==> config.mk <==
export PLATFORM = sky130hd
export DESIGN_NAME = status_gpio_irq_reset_ctrl
export DESIGN_NICKNAME = d
export VERILOG_FILES = /design/src/rtl/status_gpio_pkg.sv /design/src/rtl/status_gpio_irq_reset_ctrl.sv
export VERILOG_INCLUDE_DIRS = /design/src /design/src/rtl
export SDC_FILE = /design/constraint.sdc
export NUM_CORES = 1
export LEC_CHECK = 0
export ABC_AREA = 1
export BUFFER_PORTS_ARGS = -buffer_cell sky130_fd_sc_hd__clkbuf_2
export CAP_MARGIN = 10
export CORE_MARGIN = 2
export CORE_UTILIZATION = 30
export DETAILED_ROUTE_END_ITERATION = 8
export GPL_ROUTABILITY_DRIVEN = 0
export PLACE_DENSITY = 0.55
export SETUP_SLACK_MARGIN = 0.5
export SLEW_MARGIN = 20
export SYNTH_ARGS = -nofsm -noshare
export SYNTH_HDL_FRONTEND = slang
export SYNTH_SLANG_ARGS = --single-unit
==> constraint.sdc <==
create_clock -name pclk -period 1.77 [get_ports pclk]
set_input_delay 0.0885 -clock pclk [delete_from_list [all_inputs] [get_ports pclk]]
set_output_delay 0.0885 -clock pclk [all_outputs]
set_load 0.005 [all_outputs]
==> src/rtl/status_gpio_defines.svh <==
// Register offsets, field positions, reset values and one-time memory contents
`ifndef STATUS_GPIO_DEFINES_SVH
`define STATUS_GPIO_DEFINES_SVH
// Register byte offsets
`define REG_CTRL 8'h00
`define REG_GPO 8'h04
`define REG_GPI 8'h08
`define REG_STATUS 8'h0C
`define REG_IRQ_EN 8'h10
`define REG_OUT_CTRL 8'h14
`define REG_OE_MAP 8'h18
`define REG_BOOT 8'h1C
// Control register fields
`define CTRL_DIR 3:0
`define CTRL_FIXED 7:4
`define CTRL_DIR_MAPSEL 1:0
`define CTRL_FIXED_MAPSEL 5:4
`define CTRL_DIR_REFSEL 2
`define CTRL_FIXED_REFSEL 6
`define CTRL_LOL_MODE 8
`define CTRL_EXT_BOOT 9
`define CTRL_OTP_REST 10
`define CTRL_WIDTH 11
`define CTRL_RESET 11'h0F0
// Output control fields
`define OUTC_PD 3:0
`define OUTC_EN 7:4
// Status register fields
`define STAT_FLAGS 3:0
`define STAT_IRQ 4
`define STAT_BOOT_FAILURE_FLAG 5
`define STAT_LIVE 11:8
// Flag bit positions
`define FLAG_LOL 0
`define FLAG_HOLD 1
`define FLAG_LOS0 2
`define FLAG_LOS1 3
// One-time memory contents: control, output control, maps, general outputs
`define OTP_CTRL 32'h0000_06F0
`define OTP_OUT_CTRL 32'h0000_00F0
`define OTP_OE_MAP 32'h0000_F31F
`define OTP_GPO 32'h0000_0000
// External boot: three data bytes then one checksum byte
`define EXT_LAST_IDX 2'h3
`define EXT_BASE 8'h00
`endif

==> src/rtl/status_gpio_pkg.sv <==
// Types shared by the status, pin and start-up logic
package status_gpio_pkg;
    typedef enum logic [2:0] {st_reset, st_otp_init, st_decide, st_otp_rest, st_ext_boot, st_ready} boot_state_e;
endpackage

==> src/rtl/status_gpio_irq_reset_ctrl.sv <==
// Status flags, general-purpose pins, output gating and start-up sequencing with an APB register port
//
// What this block does
// - Four general-purpose pins, each set as input or output.
// - Each pin works under register control or a fixed function.
// - Before the one-time load, pins are inputs: 1 and 0 select the output-enable map, 2 selects the reference.
// - Fixed outputs show live loss of lock, signal loss and holdover; fixed inputs select.
// - Loss-of-lock clears on lock, or only after lock and sync finish.
// - Sticky flags for loss of lock, holdover and each input signal loss.
// - A flag stays set until alarm gone and software writes one, or reset.
// - Each flag has an interrupt enable; all enables clear at reset.
// - Interrupt status and low interrupt pin assert when an enabled flag is set.
// - Host drives pins 1 and 0 to pick one of four enable maps.
// - Clock output on only if powered, register-enabled and map allows it.
// - Reset holds while power-on reset or master reset is asserted.
// - In reset all registers and state machines hold default values, except the alarm synchroniser, which only power-on reset clears.
// - In reset the register port ignores accesses and gives no answer.
// - In reset all clock outputs are off and pins are inputs, pins 1 and 0 selecting the enable map.
// - In reset status and enable bits clear, interrupt pin deasserted.
// - Self-configuration starts only after both resets have been released.
// - First load an initial block, then choose external, internal or both sources.
// - Register port answers only after configuration loading has ended, also when a boot read was refused.
// - With external boot enabled the block reads settings from external memory.
// - Register accesses are not answered while the external boot read runs.
// - Refused read or bad checksum sets boot failure; unloaded registers keep defaults.
`timescale 1ns/1ps
`default_nettype none
`include "status_gpio_defines.svh"

module status_gpio_irq_reset_ctrl
(
    input wire logic pclk,
    input wire logic presetn,
    input wire logic master_reset_n,
    input wire logic psel,
    input wire logic penable,
    input wire logic pwrite,
    input wire logic [7:0] paddr,
    input wire logic [31:0] pwdata,
    output logic [31:0] prdata,
    output logic pready,
    output logic pslverr,
    input wire logic pll_locked,
    input wire logic sync_busy,
    input wire logic holdover_alarm,
    input wire logic [1:0] loss_of_signal,
    input wire logic [3:0] gpio_in,
    output logic [3:0] gpio_out,
    output logic [3:0] gpio_oe,
    output logic ref_select_in,
    output logic [3:0] clk_out_enable,
    output logic irq_out_n,
    output logic config_done,
    output logic ext_rd_req,
    output logic [7:0] ext_rd_addr,
    input wire logic ext_rd_done,
    input wire logic ext_rd_nack,
    input wire logic [7:0] ext_rd_data
);

    // ----------------------------------------
    // Declarations
    // ----------------------------------------
    localparam logic [31:0] otp_rom [0:3] = '{`OTP_CTRL, `OTP_OUT_CTRL, `OTP_OE_MAP, `OTP_GPO};

    status_gpio_pkg::boot_state_e state;
    logic [`CTRL_WIDTH-1:0] ctrl;
    logic [3:0] gp_output_bit;
    logic [3:0] irq_en;
    logic [7:0] out_ctrl;
    logic [15:0] oe_map;
    logic [3:0] flags;
    logic boot_failure_flag;
    logic [3:0] alarm_s1;
    logic [3:0] alarm_s2;
    logic [3:0] live;
    logic [3:0] gp_input_bit;
    logic [1:0] oe_map_select;
    logic [3:0] map_mask;
    logic map_used;
    logic [1:0] ext_idx;
    logic [7:0] ext_sum;
    logic apb_wr;
    logic apb_hit;
    logic [31:0] next_prdata;
    logic in_reset;
    logic ready;

    assign in_reset = !master_reset_n;
    assign ready = (state == status_gpio_pkg::st_ready);
    assign apb_wr = psel && penable && pwrite && pready;

    // ----------------------------------------
    // Alarm synchroniser and live alarm levels
    // ----------------------------------------
    // Two stages; only the second stage is used by logic
    always_ff @(posedge pclk or negedge presetn)
    begin
        if (!presetn)
        begin
            alarm_s1 <= 4'h0;
            alarm_s2 <= 4'h0;
        end
        else
        begin
            alarm_s1 <= {loss_of_signal, holdover_alarm, !pll_locked};
            alarm_s2 <= alarm_s1;
        end
    end

    // Loss of lock may be stretched until synchronisation has finished
    always_comb
    begin
        live = {alarm_s2[3:1], 1'b0};
        live[`FLAG_LOL] = alarm_s2[0] || (ctrl[`CTRL_LOL_MODE] && sync_busy);
    end

    // Pin inputs and map selection
    assign gp_input_bit = gpio_in & ~ctrl[`CTRL_DIR];
    assign oe_map_select = gpio_in[1:0];
    assign map_used = (ctrl[`CTRL_DIR_MAPSEL] == 2'h0) && (ctrl[`CTRL_FIXED_MAPSEL] == 2'h3);
    assign map_mask = oe_map[{oe_map_select, 2'h0} +: 4];

    // ----------------------------------------
    // Start-up sequencer
    // ----------------------------------------
    // Reset, initial block, decision, remaining load, external boot, run
    always_ff @(posedge pclk or negedge presetn)
    begin
        if (!presetn)
        begin
            state <= status_gpio_pkg::st_reset;
            ext_idx <= 2'h0;
            ext_sum <= 8'h00;
            ext_rd_req <= 1'b0;
            ext_rd_addr <= 8'h00;
        end
        else if (in_reset)
        begin
            state <= status_gpio_pkg::st_reset;
            ext_idx <= 2'h0;
            ext_sum <= 8'h00;
            ext_rd_req <= 1'b0;
            ext_rd_addr <= 8'h00;
        end
        else
        begin
            case (state)
                status_gpio_pkg::st_reset:
                    state <= status_gpio_pkg::st_otp_init;
                status_gpio_pkg::st_otp_init:
                    state <= status_gpio_pkg::st_decide;
                status_gpio_pkg::st_decide:
                begin
                    if (ctrl[`CTRL_OTP_REST] || !ctrl[`CTRL_EXT_BOOT])
                        state <= status_gpio_pkg::st_otp_rest;
                    else
                    begin
                        state <= status_gpio_pkg::st_ext_boot;
                        ext_rd_req <= 1'b1;
                        ext_rd_addr <= `EXT_BASE;
                    end
                end
                status_gpio_pkg::st_otp_rest:
                begin
                    if (ctrl[`CTRL_EXT_BOOT])
                    begin
                        state <= status_gpio_pkg::st_ext_boot;
                        ext_rd_req <= 1'b1;
                        ext_rd_addr <= `EXT_BASE;
                    end
                    else
                        state <= status_gpio_pkg::st_ready;
                end
                status_gpio_pkg::st_ext_boot:
                begin
                    if (ext_rd_nack)
                    begin
                        ext_rd_req <= 1'b0;
                        state <= status_gpio_pkg::st_ready;
                    end
                    else if (ext_rd_done)
                    begin
                        ext_sum <= ext_sum + ext_rd_data;
                        ext_idx <= ext_idx + 2'h1;
                        ext_rd_addr <= ext_rd_addr + 8'h01;
                        if (ext_idx == `EXT_LAST_IDX)
                        begin
                            ext_rd_req <= 1'b0;
                            state <= status_gpio_pkg::st_ready;
                        end
                    end
                end
                default:
                    state <= status_gpio_pkg::st_ready;
            endcase
        end
    end

    // ----------------------------------------
    // Configuration registers
    // ----------------------------------------
    // Control: pin direction, fixed function, loss-of-lock mode, boot source
    always_ff @(posedge pclk or negedge presetn)
    begin
        if (!presetn)
            ctrl <= `CTRL_RESET;
        else if (in_reset)
            ctrl <= `CTRL_RESET;
        else if (state == status_gpio_pkg::st_otp_init)
            ctrl <= otp_rom[0][`CTRL_WIDTH-1:0];
        else if (apb_wr && paddr == `REG_CTRL)
            ctrl <= pwdata[`CTRL_WIDTH-1:0];
    end

    // General-purpose output bits
    always_ff @(posedge pclk or negedge presetn)
    begin
        if (!presetn)
            gp_output_bit <= 4'h0;
        else if (in_reset)
            gp_output_bit <= 4'h0;
        else if (state == status_gpio_pkg::st_otp_rest)
            gp_output_bit <= otp_rom[3][3:0];
        else if (apb_wr && paddr == `REG_GPO)
            gp_output_bit <= pwdata[3:0];
    end

    // Output power-down, enables and enable maps; also loaded by external boot bytes
    always_ff @(posedge pclk or negedge presetn)
    begin
        if (!presetn)
        begin
            out_ctrl <= 8'h00;
            oe_map <= 16'h0000;
        end
        else if (in_reset)
        begin
            out_ctrl <= 8'h00;
            oe_map <= 16'h0000;
        end
        else if (state == status_gpio_pkg::st_otp_rest)
        begin
            out_ctrl <= otp_rom[1][7:0];
            oe_map <= otp_rom[2][15:0];
        end
        else if (state == status_gpio_pkg::st_ext_boot)
        begin
            if (ext_rd_done && !ext_rd_nack)
            begin
                // Bytes already taken stay loaded even if a later read fails
                if (ext_idx == 2'h0)
                    out_ctrl <= ext_rd_data;
                else if (ext_idx == 2'h1)
                    oe_map[7:0] <= ext_rd_data;
                else if (ext_idx == 2'h2)
                    oe_map[15:8] <= ext_rd_data;
            end
        end
        else if (apb_wr && paddr == `REG_OUT_CTRL)
            out_ctrl <= pwdata[7:0];
        else if (apb_wr && paddr == `REG_OE_MAP)
            oe_map <= pwdata[15:0];
    end

    // Interrupt enables
    always_ff @(posedge pclk or negedge presetn)
    begin
        if (!presetn)
            irq_en <= 4'h0;
        else if (in_reset)
            irq_en <= 4'h0;
        else if (apb_wr && paddr == `REG_IRQ_EN)
            irq_en <= pwdata[3:0];
    end

    // ----------------------------------------
    // Sticky flags
    // ----------------------------------------
    // A live alarm always wins over a write of one
    always_ff @(posedge pclk or negedge presetn)
    begin
        if (!presetn)
        begin
            flags <= 4'h0;
            boot_failure_flag <= 1'b0;
        end
        else if (in_reset)
        begin
            flags <= 4'h0;
            boot_failure_flag <= 1'b0;
        end
        else
        begin
            if (apb_wr && paddr == `REG_STATUS)
                flags <= live | (flags & ~pwdata[`STAT_FLAGS]);
            else
                flags <= live | flags;
            if (state == status_gpio_pkg::st_ext_boot && ext_rd_nack)
                boot_failure_flag <= 1'b1;
            else if (state == status_gpio_pkg::st_ext_boot && ext_rd_done && ext_idx == `EXT_LAST_IDX
                     && ext_sum != ext_rd_data)
                boot_failure_flag <= 1'b1;
            else if (apb_wr && paddr == `REG_STATUS && pwdata[`STAT_BOOT_FAILURE_FLAG])
                boot_failure_flag <= 1'b0;
        end
    end

    // ----------------------------------------
    // Pins, clock gating and interrupt pin
    // ----------------------------------------
    // All outputs registered; reset forces inputs, gated clocks, quiet interrupt
    always_ff @(posedge pclk or negedge presetn)
    begin
        if (!presetn)
        begin
            gpio_out <= 4'h0;
            gpio_oe <= 4'h0;
            ref_select_in <= 1'b0;
            clk_out_enable <= 4'h0;
            irq_out_n <= 1'b1;
            config_done <= 1'b0;
        end
        else if (in_reset)
        begin
            gpio_out <= 4'h0;
            gpio_oe <= 4'h0;
            ref_select_in <= 1'b0;
            clk_out_enable <= 4'h0;
            irq_out_n <= 1'b1;
            config_done <= 1'b0;
        end
        else
        begin
            gpio_oe <= ctrl[`CTRL_DIR];
            // Fixed outputs: 3 loss of lock, 2 and 1 signal loss, 0 holdover
            gpio_out <= ctrl[`CTRL_FIXED] & {live[`FLAG_LOL], live[`FLAG_LOS0], live[`FLAG_LOS1], live[`FLAG_HOLD]}
                      | ~ctrl[`CTRL_FIXED] & gp_output_bit;
            ref_select_in <= ctrl[`CTRL_FIXED_REFSEL] && !ctrl[`CTRL_DIR_REFSEL] && gpio_in[2];
            clk_out_enable <= {4{ready}} & ~out_ctrl[`OUTC_PD] & out_ctrl[`OUTC_EN]
                            & (map_used ? map_mask : 4'hF);
            irq_out_n <= !(|(flags & irq_en));
            config_done <= ready;
        end
    end

    // ----------------------------------------
    // APB slave
    // ----------------------------------------
    // Read data multiplexer
    always_comb
    begin
        next_prdata = 32'h0000_0000;
        apb_hit = 1'b1;
        if (paddr == `REG_CTRL)
            next_prdata[`CTRL_WIDTH-1:0] = ctrl;
        else if (paddr == `REG_GPO)
            next_prdata[3:0] = gp_output_bit;
        else if (paddr == `REG_GPI)
            next_prdata[3:0] = gp_input_bit;
        else if (paddr == `REG_STATUS)
        begin
            next_prdata[`STAT_FLAGS] = flags;
            next_prdata[`STAT_IRQ] = |(flags & irq_en);
            next_prdata[`STAT_BOOT_FAILURE_FLAG] = boot_failure_flag;
            next_prdata[`STAT_LIVE] = live;
        end
        else if (paddr == `REG_IRQ_EN)
            next_prdata[3:0] = irq_en;
        else if (paddr == `REG_OUT_CTRL)
            next_prdata[7:0] = out_ctrl;
        else if (paddr == `REG_OE_MAP)
            next_prdata[15:0] = oe_map;
        else if (paddr == `REG_BOOT)
            next_prdata[3:0] = {ready, state};
        else
            apb_hit = 1'b0;
    end

    // Answer one cycle after select; no answer at all until configured
    always_ff @(posedge pclk or negedge presetn)
    begin
        if (!presetn)
        begin
            pready <= 1'b0;
            pslverr <= 1'b0;
            prdata <= 32'h0000_0000;
        end
        else if (in_reset || !ready)
        begin
            pready <= 1'b0;
            pslverr <= 1'b0;
            prdata <= 32'h0000_0000;
        end
        else
        begin
            pready <= psel && !pready;
            pslverr <= psel && !pready && !apb_hit;
            prdata <= (psel && !pready && !pwrite) ? next_prdata : 32'h0000_0000;
        end
    end

    // ----------------------------------------
    // Assertions
    // ----------------------------------------
    chk_irq_pin_level: assert property (@(posedge pclk) disable iff (!presetn)
        master_reset_n && $past(master_reset_n) |-> irq_out_n == !(|($past(flags) & $past(irq_en))))
        else $error("interrupt pin does not follow enabled flags");
    chk_clk_gate_off: assert property (@(posedge pclk) disable iff (!presetn)
        $past(out_ctrl[0]) || !$past(out_ctrl[4]) || !$past(ready) |-> !clk_out_enable[0])
        else $error("clock output 0 enabled against its gating");
    chk_flag_sets: assert property (@(posedge pclk) disable iff (!presetn)
        master_reset_n && live[`FLAG_HOLD] |=> flags[`FLAG_HOLD] || !master_reset_n)
        else $error("holdover flag not set by live alarm");
    chk_flag_sticks: assert property (@(posedge pclk) disable iff (!presetn)
        flags[0] && master_reset_n && !(apb_wr && paddr == `REG_STATUS) |=> flags[0] || !$past(master_reset_n))
        else $error("loss-of-lock flag cleared without a write");
    chk_reset_quiet: assert property (@(posedge pclk) disable iff (!presetn)
        !master_reset_n |=> gpio_oe == 4'h0 && clk_out_enable == 4'h0 && irq_out_n && irq_en == 4'h0)
        else $error("reset did not force pins, clocks and enables");
    chk_no_answer_boot: assert property (@(posedge pclk) disable iff (!presetn)
        state != status_gpio_pkg::st_ready |=> !pready)
        else $error("register port answered before configuration");
    chk_sync_delay: assert property (@(posedge pclk) disable iff (!presetn)
        master_reset_n [*3] ##0 $rose(live[`FLAG_LOS0]) |-> $past(loss_of_signal[0], 2))
        else $error("signal loss used without two synchroniser stages");
    chk_boot_fail_nack: assert property (@(posedge pclk) disable iff (!presetn)
        master_reset_n && state == status_gpio_pkg::st_ext_boot && ext_rd_nack
        ##1 master_reset_n |-> boot_failure_flag && state == status_gpio_pkg::st_ready)
        else $error("refused boot read did not flag failure");
    chk_start_order: assert property (@(posedge pclk) disable iff (!presetn)
        !$past(master_reset_n) && master_reset_n |-> state == status_gpio_pkg::st_reset ##1
        (state == status_gpio_pkg::st_otp_init || !master_reset_n))
        else $error("start-up did not wait for reset release");
    chk_fixed_lol: assert property (@(posedge pclk) disable iff (!presetn)
        master_reset_n && ctrl[7] |=> gpio_out[3] == $past(live[`FLAG_LOL]) || !master_reset_n)
        else $error("pin 3 does not show loss of lock");
    cov_ext_boot: cover property (@(posedge pclk) disable iff (!presetn)
        state == status_gpio_pkg::st_ext_boot ##1 state == status_gpio_pkg::st_ready);
    cov_irq_fire: cover property (@(posedge pclk) disable iff (!presetn) $fell(irq_out_n));
    cov_map_gate: cover property (@(posedge pclk) disable iff (!presetn) map_used && ready && map_mask != 4'hF);

endmodule
`default_nettype wire

After elaboration in Yosys (flattened, before gate mapping) --
Cells that the tools add are included.
Word-level totals: bits in registers 127, input port bits 65, output and inout port bits 58, word-level logic and storage cells 235
Operators by class: $add $sub $neg 3, eq/ne operators 40, shift operators 1, multiplexer cells 105, bitwise operators 15, reductions and logical operators 47
Operators with widths (number):
- 8-bit two-way mux | 25
- 16-bit two-way mux | 9
- 12-bit two-way mux | 10
- 4-bit two-way mux | 18
- 11-bit two-way mux | 4
- 4-bit AND | 8
- 8-bit by 5-bit equality test with 1-bit output (second input constant) | 4
- 4-bit inequality test (second input constant) | 7
- 1-bit two-way mux | 24
- 8-bit one-hot mux with 3 select lines | 1
- 1-bit logical AND | 22
- 8-bit by 4-bit equality test with 1-bit output (second input constant) | 2
- 4-bit by 1-bit inequality test with 1-bit output (second input constant) | 4
- 4-bit NOT | 4
- 16-bit by 5-bit indexed part select with 4-bit output | 1
- 3-bit two-way mux | 5
- 3-bit one-hot mux with 5 select lines | 1
- 5-bit AND reduction | 3
- 3-bit inequality test (second input constant) | 4
- 4-bit bitwise OR | 3
- 1-bit zero test | 10
- 2-bit two-way mux | 5
- 8-bit by 1-bit adder with 8-bit output (second input constant) | 1
- 8-bit adder | 1
- 23 further kinds | 35

Depth between registers and ports, before layout --
word-level depth 21, depth in mapped cells 12

Worst setup path after synthesis --
Ideal clock, no wire load.
path kind reg2reg, start reg state[0], end reg oe_map[11], arrival 1.425 ns, path slack 0.221 ns, stages on the path, launching flop included 13, period minus slack after synthesis 1.549 ns, cell sequence dfrtp_1 > nor2_2 > nand2_4 > buf_6 > nand2_2 > nor2_1 > o21ai_1 > nand2_1 > inv_2 > nand2_2 > buf_4 > nand2_1 > o21ai_1
On the way: cells in the longest elaborated chain, start to end 4, elaborated cells between the ends (all ways) 12, classes of those cells eq/ne: 8; mux: 3; reduce/logical: 1
Ends and longest elaborated chain:
- start: declaration | RTL line status_gpio_irq_reset_ctrl.sv:66 | status_gpio_pkg::boot_state_e state;
- start signal: assignment | RTL line status_gpio_irq_reset_ctrl.sv:132 | state <= status_gpio_pkg::st_reset;
- start signal: assignment | RTL line status_gpio_irq_reset_ctrl.sv:140 | state <= status_gpio_pkg::st_reset;
- start signal: assignment | RTL line status_gpio_irq_reset_ctrl.sv:150 | state <= status_gpio_pkg::st_otp_init;
- branches (longest 4 deep; another with 6-bit AND reduction)
- end signal: assignment | RTL line status_gpio_irq_reset_ctrl.sv:245 | oe_map <= otp_rom[2][15:0];
- end signal: assignment | RTL line status_gpio_irq_reset_ctrl.sv:257 | oe_map[15:8] <= ext_rd_data;
- end signal: assignment | RTL line status_gpio_irq_reset_ctrl.sv:263 | oe_map <= pwdata[15:0];
- end: declaration | RTL line status_gpio_irq_reset_ctrl.sv:71 | logic [15:0] oe_map;
Parallel ways; which one is timed is not known. A chain may end at the register's enable or synchronous reset.

Worst setup path in the final report --
start reg state[2], end reg out_ctrl[0]
On the way: cells in the longest elaborated chain, start to end 4, elaborated cells between the ends (all ways) 9, classes of those cells eq/ne: 5; mux: 3; reduce/logical: 1
Ends and longest elaborated chain:
- 3-bit equality test | RTL line status_gpio_irq_reset_ctrl.sv:247 | else if (state == status_gpio_pkg::st_ext_boot)
- 8-bit two-way mux | RTL line status_gpio_irq_reset_ctrl.sv:247
- 8-bit two-way mux | RTL line status_gpio_irq_reset_ctrl.sv:242 | else if (state == status_gpio_pkg::st_otp_rest)
- 8-bit two-way mux | RTL line status_gpio_irq_reset_ctrl.sv:237 | else if (in_reset)
- end signal: assignment | RTL line status_gpio_irq_reset_ctrl.sv:244 | out_ctrl <= otp_rom[1][7:0];
- end signal: assignment | RTL line status_gpio_irq_reset_ctrl.sv:253 | out_ctrl <= ext_rd_data;
- end signal: assignment | RTL line status_gpio_irq_reset_ctrl.sv:261 | out_ctrl <= pwdata[7:0];
- end: declaration | RTL line status_gpio_irq_reset_ctrl.sv:70 | logic [7:0] out_ctrl;
Parallel ways exist; a longest one is shown, timed or not.

==> impl_metrics.toml <==
[clocking]
clock_sinks = 111
insertion_delay_ns = 0.36
cts_max_level = 3
cts_tree = "built"
numCtsBuffers = 9
cts_root_buf = "clkbuf_16"
clkTransAtPathRegs_ns = 0.08
cts.path.max_buffers = 2

[route]
drc_errors = 0
drt-total-wl_um = 19360
drtIter0Drc = 289
wl_per_cell_um = 16.17
dr.pass1.iters = 6
wl_met1_um = 9006
vias = 5643
ant_nets = 0
dr_wl_met3_um = 885
dr.max_layer_used = "met4"
post_drt_via_cell_ratio = 4.714
wl_met2_um = 8795

[layout]
drive_above_1_share = 0.3552
layout.nets = 1005
area_growth_pct = 36.93
antenna_cells = 0

[global_routing]
track_usage = 0.1838
grt_antenna_before_repair = 0
grt_max_degree = 36
grt_pass1_wl_um = 30690
grt_pass1_vias = 5640
overflow = 0

[synthesis]
synth_edf_count = 0
synthArstFlopShare = 1.000
seq_area_frac_synth = 0.4593
synth-adder-area-share = 0.02808
synth.distinct_cells = 46
synth_cells = 764
synth_xor_area_frac = 0.002890
synthTopCellsByCount = "nand2_1, dfrtp_1, inv_1, nand3_1, nor2_1"
synthesis.area_mm2 = 0.006061
synthMuxAreaShare = 0
synth_top_flop_cell = "dfrtp_1"
yosys_warnings = 0
synth_area_leader_cell = "dfrtp_1"
synth-simple-area-share = 0.2446
synthTopCellsByArea = "dfrtp_1, nand2_1, inv_1, nand3_1, o21ai_0"
yosysMostFrequentCell = "nand2_1"
ys_ff_latch = 111
syn-mean-instance-area_um2 = 7.933
synth_compound_area_frac = 0.1567
synth_top_family_by_area = "simple AND/OR/NAND/NOR gates"
synth_top_area_frac = 0.4377

[critical_path]
cp_slowest_cell = "dfrtp_2"
max_stage_delay_ns = 0.47
crit_type = "reg -> reg"
worst_setup_path_start_kind = "flop"
arrival_ns = 1.85
cp_max_fo = 8
crit_top_cell = "nand2_4"
critPathCaptureType = "flop"
worstPathCellList = "nand2_4 -> inv_8 -> buf_6 -> o31ai_4 -> nand2_4 -> nand2_1 -> o21ai_2"
crit_required_ns = 2.03

[sta]
tns_ns = 0
min_period_ns = 1.593
setup_viol = 0
fmax_mhz = 627.8
rsz0062_at_grt = "true"
hold_viol_final = 1
finalCritPeriodShare = 0.9000
hold_ws_ns = -0.002201
drv_slew = 0
skew_ns = 0.009927

[floorplanning]
start_util = 0.3084
io_pins = 123
coreArea_mm2 = 0.01965
rows = 51
die_x_um = 146.1
dieHeight_um = 146.1
die_area_mm2 = 0.02136

[pwr]
ir_drop_uv = 619.2
powerDensity_mw_per_mm2 = 887.2
leakage_nw = 4.034

[worst_hold_path]
holdCritPathClass = "in -> reg"

[place]
dp_hpwl_um = 14330
portBuffers = 90

[outcome]
outcome = "finished, violations left"
violations = "negative hold slack"

[flow_run]
max_cap_violations = 0
-- where the power goes --
group	leakage (nW)	internal, W	switching (W)
clock	0.160	0.00127	0.00107
combinational	2.41	0.000767	0.00120
sequential	1.46	0.00279	0.000268
-- routing by layer --
layer | track usage | vias to the layer above
li1 | - | 2781
met1 | 0.2559 | 2663
met2 | 0.2809 | 160
met3 | 0.03406 | 39
met4 | 0.07816 | 0
met5 | 0 | -
-- metrics by stage --
| step | worst slack (ns) | utilization | instance area (um^2) | power, W | instances |
|---|---|---|---|---|---|
| final | 0.1770 | 0.4223 | 8299 | 0.007363 | 1197 |
| after detailed placement | 0.08942 | 0.3575 | 7025 | 0.004565 | 1130 |
| after global placement | 0.1097 | 0.3575 | 7025 | 0.004544 | 1130 |
| after floorplan | 0.2682 | - | 6226 | 0.004033 | 779 |
| after global routing | 0.1050 | 0.4223 | 8299 | 0.007732 | 1197 |
| after CTS | 0.1946 | 0.4051 | 7961 | 0.007191 | 1183 |
-- cell families (layout without fill, tap and decap cells) --
family / after synthesis / in the layout
XOR/XNOR: 2 / 2
buffers and inverters: 144 / 293
other: 1 / 16
adder cells (fa/ha/maj): 13 / 13
flip-flops: 111 / 111
AND/OR/NAND/NOR: 333 / 336
AO/OA/AOI/OAI: 160 / 161
-- path summary, 6_finish.rpt --
check	startpoint	endpoint	slack (ns)	cells after the start
min in group asynchronous	presetn	config_done$_DFF_PN0_	0.17	2
worst max register to register	state[2]$_DFFE_PN0P_	out_ctrl[0]$_DFFE_PN0P_	0.18	7
max in group asynchronous	presetn	irq_out_n$_DFF_PN1_	0.96	3
worst max-delay path	state[2]$_DFFE_PN0P_	out_ctrl[0]$_DFFE_PN0P_	0.18	7
worst min register to register	alarm_s1[2]$_DFF_PN0_	alarm_s2[2]$_DFF_PN0_	0.34	0
worst min-delay path	pwdata[7]	ctrl[7]$_DFFE_PN1P_	-0.002	3
-- cell usage in the layout, fill, tap and decap left out, drive strengths merged, types with 2 or more instances in the layout --
| cell type | synthesis | layout |
|---|---|---|
| xor2 | 2 | 2 |
| o22ai | 7 | 7 |
| a22o | 2 | 2 |
| dfstp | 5 | 5 |
| a22oi | 2 | 2 |
| ha | 12 | 12 |
| o21ai | 79 | 79 |
| buf | 30 | 73 |
| a32o | 2 | 2 |
| clkinv | 1 | 2 |
| bufinv | 0 | 2 |
| a21oi | 39 | 40 |
| a211oi | 3 | 3 |
| o21a | 3 | 3 |
| nor2 | 52 | 54 |
| nor4 | 7 | 7 |
| o31ai | 9 | 9 |
| conb | 1 | 16 |
| nand4 | 4 | 4 |
| nand2 | 214 | 215 |
| nor3 | 8 | 8 |
| o211ai | 11 | 11 |
| o221ai | 2 | 2 |
| dlygate4sd3 | 0 | 7 |
| inv | 107 | 110 |
| dfrtp | 106 | 106 |
| clkbuf | 6 | 98 |
| or2 | 5 | 5 |
| nand3 | 42 | 42 |
-- critical path, delay by kind of cell (launching register included) --
kind            cells  cell delay [ns]
compound gates      2             0.36
buf+inv             2             0.19
flops               1             0.47
simple gates        3             0.46
-- final cells by class --
type,instances,area (um^2)
Inverter,108,432.9
Timing Repair Buffer,169,1181
Multi-Input combinational cell,528,3236
Sequential cell,111,2789
Tap cell,265,331.6
Clock inverter,7,103.9
Fill cell,2030,11350
Clock buffer,9,225.2
-- what timing repair did --
item | 4_1_cts | 5_1_grt
resized for setup | 82 | 54
gates cloned | 5 | 0
endpoints found under the setup margin | 90 | 93
endpoints found under the hold margin | 92 | 0
setup buffers | 25 | 14
pin swaps | 38 | 33
hold buffers | 7 | 0
-- flip-flops by register name (all words and copies together) (netlist names), 2 cells and up --
signal and flops:
ext_idx 2, alarm_s2 4, gpio_out 4, out_ctrl 8, ext_rd_addr 8, alarm_s1 4, gpio_oe 4, ext_sum 8
irq_en 4, ctrl 11, gp_output_bit 4, prdata 16, state 3, oe_map 16, clk_out_enable 4, flags 4
(Power assumes the default switching activity.)
